===== src/hdl/lcd_decoder_pkg.sv =====
// constants and types shared by the character display instruction decoder
package lcd_decoder_pkg;

  // clock and oscillator rates
  localparam int clk_khz        = 250000;
  localparam int osc_khz        = 80;
  localparam int osc_div_clocks = clk_khz / osc_khz;

  // documented times in microseconds
  localparam int t_reset_low_us  = 1200;
  localparam int t_reset_busy_us = 10000;
  localparam int t_clear_us      = 1630;
  localparam int t_short_us      = 125;
  localparam int t_long_us       = 175;

  // times in oscillator cycles, busy times rounded up
  localparam int          reset_low_osc  = t_reset_low_us * osc_khz / 1000;
  localparam logic [9:0]  reset_busy_osc = 10'((t_reset_busy_us * osc_khz + 999) / 1000);
  localparam logic [9:0]  clear_osc      = 10'((t_clear_us * osc_khz + 999) / 1000);
  localparam logic [9:0]  short_osc      = 10'((t_short_us * osc_khz + 999) / 1000);
  localparam logic [9:0]  long_osc       = 10'((t_long_us * osc_khz + 999) / 1000);

  // apb byte offsets
  localparam logic [11:0] off_instruction = 12'h000;
  localparam logic [11:0] off_data        = 12'h004;

  // text ram addressing
  localparam logic [6:0]  home_addr   = 7'h00;
  localparam logic [6:0]  line0_last  = 7'h0B;
  localparam logic [6:0]  line1_first = 7'h40;
  localparam logic [6:0]  line1_last  = 7'h4B;
  localparam logic [6:0]  clear_last  = 7'h7F;
  localparam logic [7:0]  space_code  = 8'h20;

  // mode values after any reset
  localparam logic        display_on_rst   = 1'b0;
  localparam logic        cursor_on_rst    = 1'b0;
  localparam logic        blink_on_rst     = 1'b0;
  localparam logic        bus_width_8_rst  = 1'b1;
  localparam logic        step_up_rst      = 1'b1;
  localparam logic        shift_entry_rst  = 1'b0;

  typedef enum logic {st_ready, st_read_wait} access_state_type;

endpackage : lcd_decoder_pkg


===== src/hdl/lcd_instruction_decoder.sv =====
// instruction decoder of a character display controller, host side over apb
//
// Contract
// - reset pin low longer than 1.2ms starts reset; shorter pulses ignored
// - after reset pin rises, busy for 10ms and refuse instructions
// - instruction latch and data latch, chosen by target_select, with direction
// - execution times counted in 80kHz oscillator cycles
// - code 01h clears display, address counter to zero, busy 1.63ms
// - return home: address counter zero, undo shift, busy 125us
// - entry mode: bit1 step direction, bit0 shift on entry, 125us
// - display control: display, cursor, blink enables, 125us
// - move: bit3 display or cursor, bit2 right, busy 175us
// - function set: bit4 selects 8 or 4 bits; host sets bit3
// - set glyph ram location, later data go to glyph ram, 125us
// - set text ram location, later data go to text ram, 125us
// - status read gives busy flag and address counter, no busy time
// - data write stores at address counter, 8 or 5 bits, 125us
// - data read returns ram at address counter, busy 175us
// - one address counter for both rams, last set picks target
// - clear fills text ram with space code, forces increment
// - shift on entry: text write shifts display left or right
//
// Added by the designer: the APB register port and the register offsets.
module lcd_instruction_decoder #(
  parameter int osc_div = lcd_decoder_pkg::osc_div_clocks
) (
  // clock and reset
  input  wire logic        pclk,
  input  wire logic        presetn,
  // apb slave
  input  wire logic        psel,
  input  wire logic        penable,
  input  wire logic        pwrite,
  input  wire logic [11:0] paddr,
  input  wire logic [31:0] pwdata,
  output logic      [31:0] prdata,
  output logic             pready,
  output logic             pslverr,
  // hardware reset pin
  input  wire logic        reset_pin_n,
  // display state
  output logic             busy_flag,
  output logic [6:0]       address_counter,
  output logic             glyph_target,
  output logic             display_on,
  output logic             cursor_on,
  output logic             blink_on,
  output logic             bus_width_select,
  output logic             step_up,
  output logic             shift_on_entry,
  output logic [6:0]       display_offset
);

  function automatic logic [6:0] step_addr(input logic [6:0] a, input logic up,
                                           input logic glyph);
    logic [6:0] r;
    r = a;
    if (glyph) begin
      r = {2'h0, (up ? 5'(a[4:0] + 5'h01) : 5'(a[4:0] - 5'h01))};
    end else if (up) begin
      r = (a == lcd_decoder_pkg::line0_last) ? lcd_decoder_pkg::line1_first :
          (a == lcd_decoder_pkg::line1_last) ? lcd_decoder_pkg::home_addr :
          7'(a + 7'h01);
    end else begin
      r = (a == lcd_decoder_pkg::home_addr)   ? lcd_decoder_pkg::line1_last :
          (a == lcd_decoder_pkg::line1_first) ? lcd_decoder_pkg::line0_last :
          7'(a - 7'h01);
    end
    return r;
  endfunction : step_addr

  lcd_decoder_pkg::access_state_type state;

  logic [11:0] osc_cnt;
  logic [9:0]  busy_cnt;
  logic        rp_meta;
  logic        rp_sync;
  logic        rp_prev;
  logic [6:0]  low_cnt;
  logic        clear_active;
  logic [6:0]  clear_addr;
  logic [7:0]  text_rdata;
  logic [4:0]  glyph_rdata;

  // oscillator enable and reset pin edge
  wire         osc_tick    = (osc_cnt == 12'(osc_div - 1));
  wire         pin_rise    = rp_sync & ~rp_prev;
  wire         reset_start = pin_rise & (low_cnt > 7'(lcd_decoder_pkg::reset_low_osc));

  // apb decode
  wire         access    = psel & penable & ~pready & (state == lcd_decoder_pkg::st_ready);
  wire         hit_instr = (paddr == lcd_decoder_pkg::off_instruction);
  wire         hit_data  = (paddr == lcd_decoder_pkg::off_data);
  wire         allowed   = ~busy_flag & ~reset_start;
  wire         status_rd = access & hit_instr & ~pwrite;
  wire         instr_wr  = access & hit_instr & pwrite & allowed;
  wire         data_wr   = access & hit_data & pwrite & allowed;
  wire         data_rd   = access & hit_data & ~pwrite & allowed;
  wire         refused   = access & ~status_rd & ~instr_wr & ~data_wr & ~data_rd;
  wire         read_done = (state == lcd_decoder_pkg::st_read_wait);
  wire [7:0]   cmd       = pwdata[7:0];

  // instruction class by highest set bit
  wire         is_zero   = (cmd == 8'h00);
  wire         is_clear  = (cmd == 8'h01);
  wire         is_home   = (cmd[7:1] == 7'h01);
  wire         is_entry  = (cmd[7:2] == 6'h01);
  wire         is_ctrl   = (cmd[7:3] == 5'h01);
  wire         is_move   = (cmd[7:4] == 4'h1);
  wire         is_func   = (cmd[7:5] == 3'h1);
  wire         is_gaddr  = (cmd[7:6] == 2'h1);
  wire         is_taddr  = cmd[7];

  // busy time to load, zero when nothing starts
  wire [9:0]   exec_osc =
    reset_start ? lcd_decoder_pkg::reset_busy_osc :
    (instr_wr & is_clear) ? lcd_decoder_pkg::clear_osc :
    (instr_wr & is_move) ? lcd_decoder_pkg::long_osc :
    (instr_wr & ~is_zero) ? lcd_decoder_pkg::short_osc :
    data_wr ? lcd_decoder_pkg::short_osc :
    data_rd ? lcd_decoder_pkg::long_osc : 10'h000;

  // address counter next value
  wire [6:0]   next_ac =
    reset_start ? lcd_decoder_pkg::home_addr :
    (instr_wr & (is_clear | is_home)) ? lcd_decoder_pkg::home_addr :
    (instr_wr & is_move & ~cmd[3]) ?
      step_addr(address_counter, cmd[2], glyph_target) :
    (instr_wr & is_gaddr) ? {2'h0, cmd[4:0]} :
    (instr_wr & is_taddr) ? cmd[6:0] :
    (data_wr | read_done) ? step_addr(address_counter, step_up, glyph_target) :
    address_counter;

  // display shift counts left shifts
  wire [6:0]   offset_left  = 7'(display_offset + 7'h01);
  wire [6:0]   offset_right = 7'(display_offset - 7'h01);
  wire [6:0]   next_offset =
    (reset_start | (instr_wr & (is_clear | is_home))) ? 7'h00 :
    (instr_wr & is_move & cmd[3]) ? (cmd[2] ? offset_right : offset_left) :
    (data_wr & ~glyph_target & shift_on_entry) ?
      (step_up ? offset_left : offset_right) : display_offset;

  // ram ports, clear walk owns text ram while clear_active, the first 128 clocks of busy
  wire         text_we    = clear_active | (data_wr & ~glyph_target);
  wire [6:0]   text_waddr = clear_active ? clear_addr : address_counter;
  wire [7:0]   text_wdata = clear_active ? lcd_decoder_pkg::space_code : cmd;
  wire         glyph_we   = data_wr & glyph_target;

  small_ram #(.width(8), .depth(128), .addr_w(7)) text_ram (
    .clk   (pclk),
    .we    (text_we),
    .waddr (text_waddr),
    .wdata (text_wdata),
    .raddr (address_counter),
    .rdata (text_rdata)
  );

  small_ram #(.width(5), .depth(32), .addr_w(5)) glyph_ram (
    .clk   (pclk),
    .we    (glyph_we),
    .waddr (address_counter[4:0]),
    .wdata (cmd[4:0]),
    .raddr (address_counter[4:0]),
    .rdata (glyph_rdata)
  );

  // reset pin synchroniser and low-time counter
  always_ff @(posedge pclk or negedge presetn) begin
    if (!presetn) begin
      rp_meta <= 1'b1;
      rp_sync <= 1'b1;
      rp_prev <= 1'b1;
    end else begin
      rp_meta <= reset_pin_n;
      rp_sync <= rp_meta;
      rp_prev <= rp_sync;
    end
  end

  always_ff @(posedge pclk or negedge presetn) begin
    if (!presetn) begin
      low_cnt <= 7'h00;
    end else if (rp_sync & rp_prev) begin
      low_cnt <= 7'h00;
    end else if (~rp_sync & osc_tick &
                 (low_cnt <= 7'(lcd_decoder_pkg::reset_low_osc))) begin
      low_cnt <= 7'(low_cnt + 7'h01);
    end
  end

  // oscillator divider and busy timer, divider restarts with each load
  always_ff @(posedge pclk or negedge presetn) begin
    if (!presetn) begin
      osc_cnt   <= 12'h000;
      busy_cnt  <= 10'h000;
      busy_flag <= 1'b0;
    end else if (exec_osc != 10'h000) begin
      osc_cnt   <= 12'h000;
      busy_cnt  <= exec_osc;
      busy_flag <= 1'b1;
    end else begin
      osc_cnt <= osc_tick ? 12'h000 : 12'(osc_cnt + 12'h001);
      if (osc_tick && busy_cnt != 10'h000) begin
        busy_cnt  <= 10'(busy_cnt - 10'h001);
        busy_flag <= (busy_cnt != 10'h001);
      end
    end
  end

  // text ram fill with space code
  always_ff @(posedge pclk or negedge presetn) begin
    if (!presetn) begin
      clear_active <= 1'b0;
      clear_addr   <= 7'h00;
    end else if (reset_start | (instr_wr & is_clear)) begin
      clear_active <= 1'b1;
      clear_addr   <= 7'h00;
    end else if (clear_active) begin
      clear_addr   <= 7'(clear_addr + 7'h01);
      clear_active <= (clear_addr != lcd_decoder_pkg::clear_last);
    end
  end

  // address counter and display shift
  always_ff @(posedge pclk or negedge presetn) begin
    if (!presetn) begin
      address_counter <= lcd_decoder_pkg::home_addr;
      display_offset  <= 7'h00;
    end else begin
      address_counter <= next_ac;
      display_offset  <= next_offset;
    end
  end

  // mode registers
  always_ff @(posedge pclk or negedge presetn) begin
    if (!presetn) begin
      display_on       <= lcd_decoder_pkg::display_on_rst;
      cursor_on        <= lcd_decoder_pkg::cursor_on_rst;
      blink_on         <= lcd_decoder_pkg::blink_on_rst;
      bus_width_select <= lcd_decoder_pkg::bus_width_8_rst;
      step_up          <= lcd_decoder_pkg::step_up_rst;
      shift_on_entry   <= lcd_decoder_pkg::shift_entry_rst;
      glyph_target     <= 1'b0;
    end else if (reset_start) begin
      {display_on, cursor_on, blink_on, bus_width_select} <=
        {lcd_decoder_pkg::display_on_rst, lcd_decoder_pkg::cursor_on_rst,
         lcd_decoder_pkg::blink_on_rst, lcd_decoder_pkg::bus_width_8_rst};
      {step_up, shift_on_entry, glyph_target} <=
        {lcd_decoder_pkg::step_up_rst, lcd_decoder_pkg::shift_entry_rst, 1'b0};
    end else if (instr_wr) begin
      if (is_clear) begin
        step_up      <= 1'b1;
        glyph_target <= 1'b0;
      end
      if (is_home) begin
        glyph_target <= 1'b0;
      end
      if (is_entry) begin
        step_up        <= cmd[1];
        shift_on_entry <= cmd[0];
      end
      if (is_ctrl) begin
        display_on <= cmd[2];
        cursor_on  <= cmd[1];
        blink_on   <= cmd[0];
      end
      if (is_func) begin
        bus_width_select <= cmd[4];
      end
      if (is_gaddr) begin
        glyph_target <= 1'b1;
      end
      if (is_taddr) begin
        glyph_target <= 1'b0;
      end
    end
  end

  // apb answer, data reads wait one cycle for ram
  always_ff @(posedge pclk or negedge presetn) begin
    if (!presetn) begin
      state   <= lcd_decoder_pkg::st_ready;
      pready  <= 1'b0;
      pslverr <= 1'b0;
      prdata  <= 32'h0000_0000;
    end else begin
      pready  <= 1'b0;
      pslverr <= 1'b0;
      if (access && data_rd) begin
        state <= lcd_decoder_pkg::st_read_wait;
      end else if (access) begin
        pready  <= 1'b1;
        pslverr <= refused;
        prdata  <= status_rd ? {24'h00_0000, busy_flag, address_counter}
                             : 32'h0000_0000;
      end else if (read_done) begin
        state  <= lcd_decoder_pkg::st_ready;
        pready <= 1'b1;
        prdata <= glyph_target ? {27'h000_0000, glyph_rdata}
                               : {24'h00_0000, text_rdata};
      end
    end
  end
endmodule : lcd_instruction_decoder


===== src/hdl/small_ram.sv =====
// simple one-write one-read memory with registered read data
module small_ram #(
  parameter int width  = 8,
  parameter int depth  = 128,
  parameter int addr_w = 7
) (
  // clock
  input  wire logic              clk,
  // write port
  input  wire logic              we,
  input  wire logic [addr_w-1:0] waddr,
  input  wire logic [width-1:0]  wdata,
  // read port
  input  wire logic [addr_w-1:0] raddr,
  output logic      [width-1:0]  rdata
);

  logic [width-1:0] mem [depth];

  always_ff @(posedge clk) begin
    if (we) begin
      mem[waddr] <= wdata;
    end
    rdata <= mem[raddr];
  end

endmodule : small_ram


===== config.mk =====
export PLATFORM = sky130hd
export DESIGN_NAME = lcd_instruction_decoder
export DESIGN_NICKNAME = d
export VERILOG_FILES = /design/src/hdl/lcd_decoder_pkg.sv /design/src/hdl/lcd_instruction_decoder.sv /design/src/hdl/small_ram.sv
export SDC_FILE = /design/constraint.sdc
export NUM_CORES = 1
export LEC_CHECK = 0
export BUFFER_PORTS_ARGS = -buffer_cell sky130_fd_sc_hd__buf_2
export CAP_MARGIN = 20
export CORE_ASPECT_RATIO = 1.25
export CORE_MARGIN = 8
export CORE_UTILIZATION = 33
export CTS_BUF_LIST = sky130_fd_sc_hd__clkbuf_2 sky130_fd_sc_hd__clkbuf_4 sky130_fd_sc_hd__clkbuf_8
export DETAILED_ROUTE_END_ITERATION = 6
export HOLD_SLACK_MARGIN = 0.03
export PLACE_DENSITY = 0.5
export SLEW_MARGIN = 15
export SYNTH_ARGS = -nofsm -noshare
export SYNTH_HDL_FRONTEND = slang
export SYNTH_SLANG_ARGS = --single-unit
export TNS_END_PERCENT = 10

===== constraint.sdc =====
create_clock -name pclk -period 5.82 [get_ports pclk]
set_input_delay 1.164 -clock pclk [delete_from_list [all_inputs] [get_ports pclk]]
set_output_delay 1.164 -clock pclk [all_outputs]
set_load 0.02 [all_outputs]

==> impl_metrics.json, run 1 <==
{
  "fmax_ghz": 0.233,
  "antenna_found_initial": 5,
  "rsz0062_at_grt": "no",
  "drv_slew": 0,
  "clk_transition_reported_paths_ns": 0.06,
  "wl_met3_um": 6330,
  "drt-initial-drc-count": 2074,
  "synth_top_family_by_area": "multiplexers",
  "nets": 2892,
  "postSynthCellCount": 2662,
  "drt_pass1_iterations": 6,
  "setup_viol": 0,
  "regToRegStartpoint": "clear_active",
  "p_per_area_nw_per_um2": 302,
  "min_path_type": "reg2reg",
  "leakagePower_nw": 16.9,
  "synth.distinct_cells": 86,
  "syn_area_per_cell_um2": 19.3,
  "cts.sinks": 1270,
  "boundaryPins": 106,
  "ys_async_sr_fraction_pct": 5.75,
  "grt_util_all_layers_pct": 15.4,
  "r2r_slack_ns": 1.53,
  "cts_root_buffer": "clkbuf_8",
  "start_kind": "flip-flop",
  "grt_pass1_wl_um": 193000,
  "viasPerCell": 5.18,
  "dieArea_um2": 169000,
  "p_total_w": 0.0175,
  "grt_pass1_vias": 27796,
  "ys_seq_area_share_pct": 73.2,
  "synthAdderAreaFrac_pct": 0.341,
  "drtAntennaViolNets": 0,
  "clock-skew-final_ns": 0.0461,
  "r2r_cells": 7,
  "gr-total-overflow": 0,
  "synth_common_cells": "edfxtp_1 (1184), mux4_2 (329), nor2_1 (231)",
  "vias": 26117,
  "status": "completed",
  "cts-hold-fix-buffers": 0,
  "netlist_area_um2": 51400,
  "wl_per_cell_um": 26.2,
  "finalCritPeriodShare_pct": 73.8,
  "cp.arrival_ns": 4.81,
  "min_delay_path_depth": 0,
  "fin_cells": 5040,
  "wl_met2_um": 69500,
  "synth_simple_gate_area_share_pct": 4.92,
  "synth_seq_cells": 1270,
  "port_buffers": 57,
  "final_layout_size_suffix_gt1_share_pct": 27.6,
  "drc": 0,
  "h-tree-depth": 4,
  "ctsResizeCount": 0,
  "yosys_warnings": 0,
  "layout_min_cycle_time_ns": 4.29,
  "worstPathRequired_ns": 6.34,
  "die_w_um": 369,
  "vdd_drop_max_mv": 0.207,
  "die_h_um": 457,
  "worst-setup-path-type": "reg2reg",
  "cts_tree": "built",
  "stdcell_area_um2": 58000,
  "synth_top_area_share_pct": 69.2,
  "min_to": "rp_sync",
  "dp_hpwl_um": 81900,
  "synth-edff-count": 1184,
  "core_area_um2": 155000,
  "setup_tns_ns": 0,
  "worstHoldStart": "rp_meta",
  "place.gp.congestion": 0.802,
  "wl_met1_um": 52600,
  "hold_viol": 0,
  "synthMuxAreaShare_pct": 15.8,
  "synthFlopType": "edfxtp_1",
  "clkLatencyLatePin_ns": 0.92,
  "dpl.cell_count": 4677,
  "area_growth_pct": 12.8,
  "tightest_slew_ns": 1.18,
  "cts_buffers": 196,
  "synth_compound_area_share_pct": 2.98,
  "r2r-end": "text_ram.mem[113][1]",
  "dpl_cell_area_um2": 54000,
  "max-slew-margin-rel_pct": 20.5,
  "grt_max_degree": 129,
  "routed.top_layer": "met4",
  "synth-xor-area-share_pct": 0.528,
  "initial_utilization_pct": 33.1,
  "layout.core_utilization_pct": 37.3,
  "yosysTopAreaCell": "edfxtp_1",
  "rows": 162,
  "drt_wl_total_um": 132000,
  "crit_fanout": 22,
  "ys_top_cells_by_area": "edfxtp_1 (69%), mux4_2 (14%), dfrtp_1 (3.3%)",
  "drv_cap": 0,
  "clk_path_buf_depth": 3,
  "synth.most_common_cell": "edfxtp_1",
  "postCtsSetupRepairBufs": 0,
  "worstSetupEndpointType": "flip-flop"
}
## report_power, final
group / internal, W / switching, W / total, W / leakage [nW]
Sequential: 0.00986 / 0.00000614 / 0.00987 / 11.0
Combinational: 0.0000259 / 0.0000938 / 0.000120 / 3.84
Clock: 0.00399 / 0.00353 / 0.00752 / 2.08
## flip-flops by register name (all words and copies together), names as in the netlist, 5 cells and up
name,cells
address_counter,7
busy_cnt,10
clear_addr,7
display_offset,7
glyph_ram.mem,160
glyph_ram.rdata,5
low_cnt,7
osc_cnt,12
prdata,8
text_ram.mem,1024
text_ram.rdata,8
## worst max path at each step
| stage | from | endpoint |
|---|---|---|
| final | clear_active | text_ram.mem[113][1] |
| after global routing | clear_active | text_ram.mem[108][7] |
| after CTS | address_counter[1] | address_counter[1] |
| after detailed placement | paddr[1] | text_ram.mem[113][0] |
| after global placement | paddr[1] | text_ram.mem[99][3] |
| after floorplan | pwdata[2] | text_ram.mem[0][2] |
## worst max-delay path, stage by stage (launching register included)
cell and delay (ns):
dfrtp_1 0.89, buf_4 0.40, mux2i_1 0.42, inv_1 0.08, nor2_1 0.25, nand3_1 0.67
buf_4 0.48, nor2_1 0.71
## layout by cell type (no fill, tap or decap), drive strengths merged, types with 38 or more instances in the layout
cell / count
a21oi: 38
buf: 116
clkbuf: 256
clkinv: 80
dfrtp: 68
edfxtp: 1184
inv: 39
mux2i: 51
mux4: 329
nand2: 106
nand3: 49
nor2: 231
## stage by stage
stage                     worst slack [ns]  hold slack (ns)
after global placement                1.14            0.352
after CTS                             1.53            0.260
after detailed placement              1.08            0.351
after floorplan                      0.477            0.345
final                                 1.53            0.360
after global routing                  1.40            0.297
## cells by family (layout without fill, tap and decap cells)
logic type	count (synthesis)	count (layout)
buffers and inverters	203	506
muxes	399	399
and+or+nand+nor	530	530
other	1	26
adders and majority gates	14	14
xor gates and xnor gates	31	31
AOI/OAI and AO/OA	214	214
DFF	1270	1270
## layout make-up
class / count / area (um^2)
Fill cell: 14344 / 97300
Clock buffer: 256 / 3180
Clock inverter: 102 / 762
Tap cell: 2050 / 2560
Sequential cell: 1270 / 37700
Inverter: 32 / 120
Timing Repair Buffer: 116 / 851
Antenna cell: 2 / 5.00
Multi-Input combinational cell: 1212 / 12800
## routing by layer
metal	GRT usage (%)	vias to the layer above
met5	0	-
met4	4.84	0
met3	2.86	206
met2	27.4	756
met1	18.8	13964
li1	-	11191
(Power assumes the default switching activity.)
==> inputs of run 2 (changes only) <==
==> constraint.sdc (replaced) <==
create_clock -name pclk -period 4.3 [get_ports pclk]
set_input_delay 0.86 -clock pclk [delete_from_list [all_inputs] [get_ports pclk]]
set_output_delay 0.86 -clock pclk [all_outputs]
set_load 0.02 [all_outputs]
==> run 2 against run 1 <==
Clock power rose by 34%; clock-buffer cell count grew 14; critical path depth down 5; largest cell class unchanged; highest routed layer unchanged.
==> impl_metrics.json, run 2 (same netlist as run 1, synthesis figures left out) <==
{
  "status": "completed",
  "worstSetupEndpointType": "primary output",
  "cts_tree": "built",
  "dpl_cell_area_um2": 55400,
  "rsz0062_at_grt": "no",
  "hold_viol": 0,
  "port_buffers": 57,
  "min_path_type": "in2async",
  "setup_viol": 0,
  "p_total_w": 0.0236,
  "ctsResizeCount": 0,
  "r2r-end": "text_ram.mem[102][3]",
  "max-slew-margin-rel_pct": 31.4,
  "clkLatencyLatePin_ns": 0.89,
  "setup_tns_ns": 0,
  "initial_utilization_pct": 33.1,
  "p_per_area_nw_per_um2": 398,
  "r2r_cells": 4,
  "cts_root_buffer": "clkbuf_8",
  "drtAntennaViolNets": 0,
  "postCtsSetupRepairBufs": 0,
  "drt_pass1_iterations": 5,
  "core_area_um2": 155000,
  "clk_transition_reported_paths_ns": 0.06,
  "fmax_ghz": 0.265,
  "grt_pass1_wl_um": 194000,
  "cp.arrival_ns": 2.91,
  "clock-skew-final_ns": 0.0485,
  "layout.core_utilization_pct": 38.2,
  "layout_commonest_cell": "edfxtp_1",
  "final_layout_size_suffix_gt1_share_pct": 31.1,
  "r2r_slack_ns": 0.67,
  "regMostFlops": "text_ram.mem",
  "drt_wl_total_um": 133000,
  "nFillCells": 14191,
  "die_h_um": 457,
  "drv_cap": 0,
  "hold_slack_ns": 0.166,
  "largest_reg_flops": 1024,
  "vias": 26745,
  "dieArea_um2": 169000,
  "h-tree-depth": 4,
  "dp_hpwl_um": 84400,
  "wl_per_cell_um": 25.6,
  "worst-setup-path-type": "reg2out",
  "grt_pass1_vias": 28263,
  "area_growth_pct": 15.4,
  "crit_fanout": 45,
  "worstPathRequired_ns": 3.44,
  "cts.sinks": 1270,
  "vdd_drop_max_mv": 0.299,
  "tightest_slew_ns": 1.03,
  "stdcell_area_um2": 59300,
  "rows": 162,
  "regToRegStartpoint": "clear_active",
  "drv_slew": 0,
  "finalCritPeriodShare_pct": 87.8,
  "layout_common_cells": "edfxtp_1 (1184), mux4_2 (329), nor2_1 (227)",
  "start_kind": "flip-flop",
  "cts_buffers": 196,
  "place.gp.congestion": 0.846,
  "layout_min_cycle_time_ns": 3.77,
  "top_regs": "text_ram.mem (1024), glyph_ram.mem (160), osc_cnt (12)",
  "drc": 0,
  "nets": 3058,
  "boundaryPins": 106,
  "grt_max_degree": 129,
  "grt_util_all_layers_pct": 15.5,
  "clk_path_buf_depth": 3,
  "gr-total-overflow": 0,
  "die_w_um": 369,
  "leakagePower_nw": 17.8,
  "antenna_found_initial": 2,
  "drt-initial-drc-count": 2033,
  "viasPerCell": 5.14
}
## run 2: worst max-delay path by stage
stage                            start              endpoint  slack [ns]  depth (start not counted)
floorplan                    pwdata[6]    text_ram.mem[0][6]       -0.71                          2
global placement    address_counter[0]     text_ram.rdata[6]        0.82                          8
detailed placement        clear_active  text_ram.mem[102][5]        0.70                          4
CTS                 address_counter[0]    address_counter[0]        0.34                          2
global route        address_counter[0]    address_counter[0]        0.30                          2
finish              address_counter[0]    address_counter[0]        0.53                          2
## run 2: metal layers
| layer | vias to the layer above | part of all wire (%) | GRT usage, % |
|---|---|---|---|
| li1 | 11501 | - | - |
| met5 | - | 0 | 0 |
| met3 | 235 | 5.2 | 2.85 |
| met1 | 14140 | 39 | 18.3 |
| met2 | 869 | 52 | 27.6 |
| met4 | 0 | 3.7 | 6.24 |
## run 2: layout make-up
cell class              count  area, um^2  share of cell area (%)
diodes                      2        5.00                 0.00844
clock buffers             270        3330                    5.61
clock inverters            84         592                   0.998
inverters                  32         120                   0.202
multi-input cells        1212       12800                    21.6
flip-flops and latches   1270       37700                    63.5
well taps                2050        2560                    4.32
repair buffers            282        2250                    3.79
## run 2: timing repair
action                                 in CTS  in global routing
setup endpoints to repair                   0                  0
endpoints found under the hold margin       1                  0
hold buffers                                1                  0
## run 2: metrics by stage
stage	setup WS, ns	std cells
finish	0.525	5202
global route	0.295	5201
CTS	0.335	5199
detailed placement	0.701	4844
global placement	0.817	4844
floorplan	-0.714	2685
## run 2: critical path: stages, from the launching register on
cell and delay, ns:
dfrtp_4 0.88, buf_4 0.82, buf_2 0.31
## run 2: report_power, final
part | switching [W] | leakage (nW) | internal (W) | total, W
clock | 0.00465 | 2.06 | 0.00542 | 0.0101
combinational | 0.000127 | 4.76 | 0.0000368 | 0.000164
sequential | 0.00000784 | 11.0 | 0.0133 | 0.0134
total | 0.00478 | 17.8 | 0.0188 | 0.0236
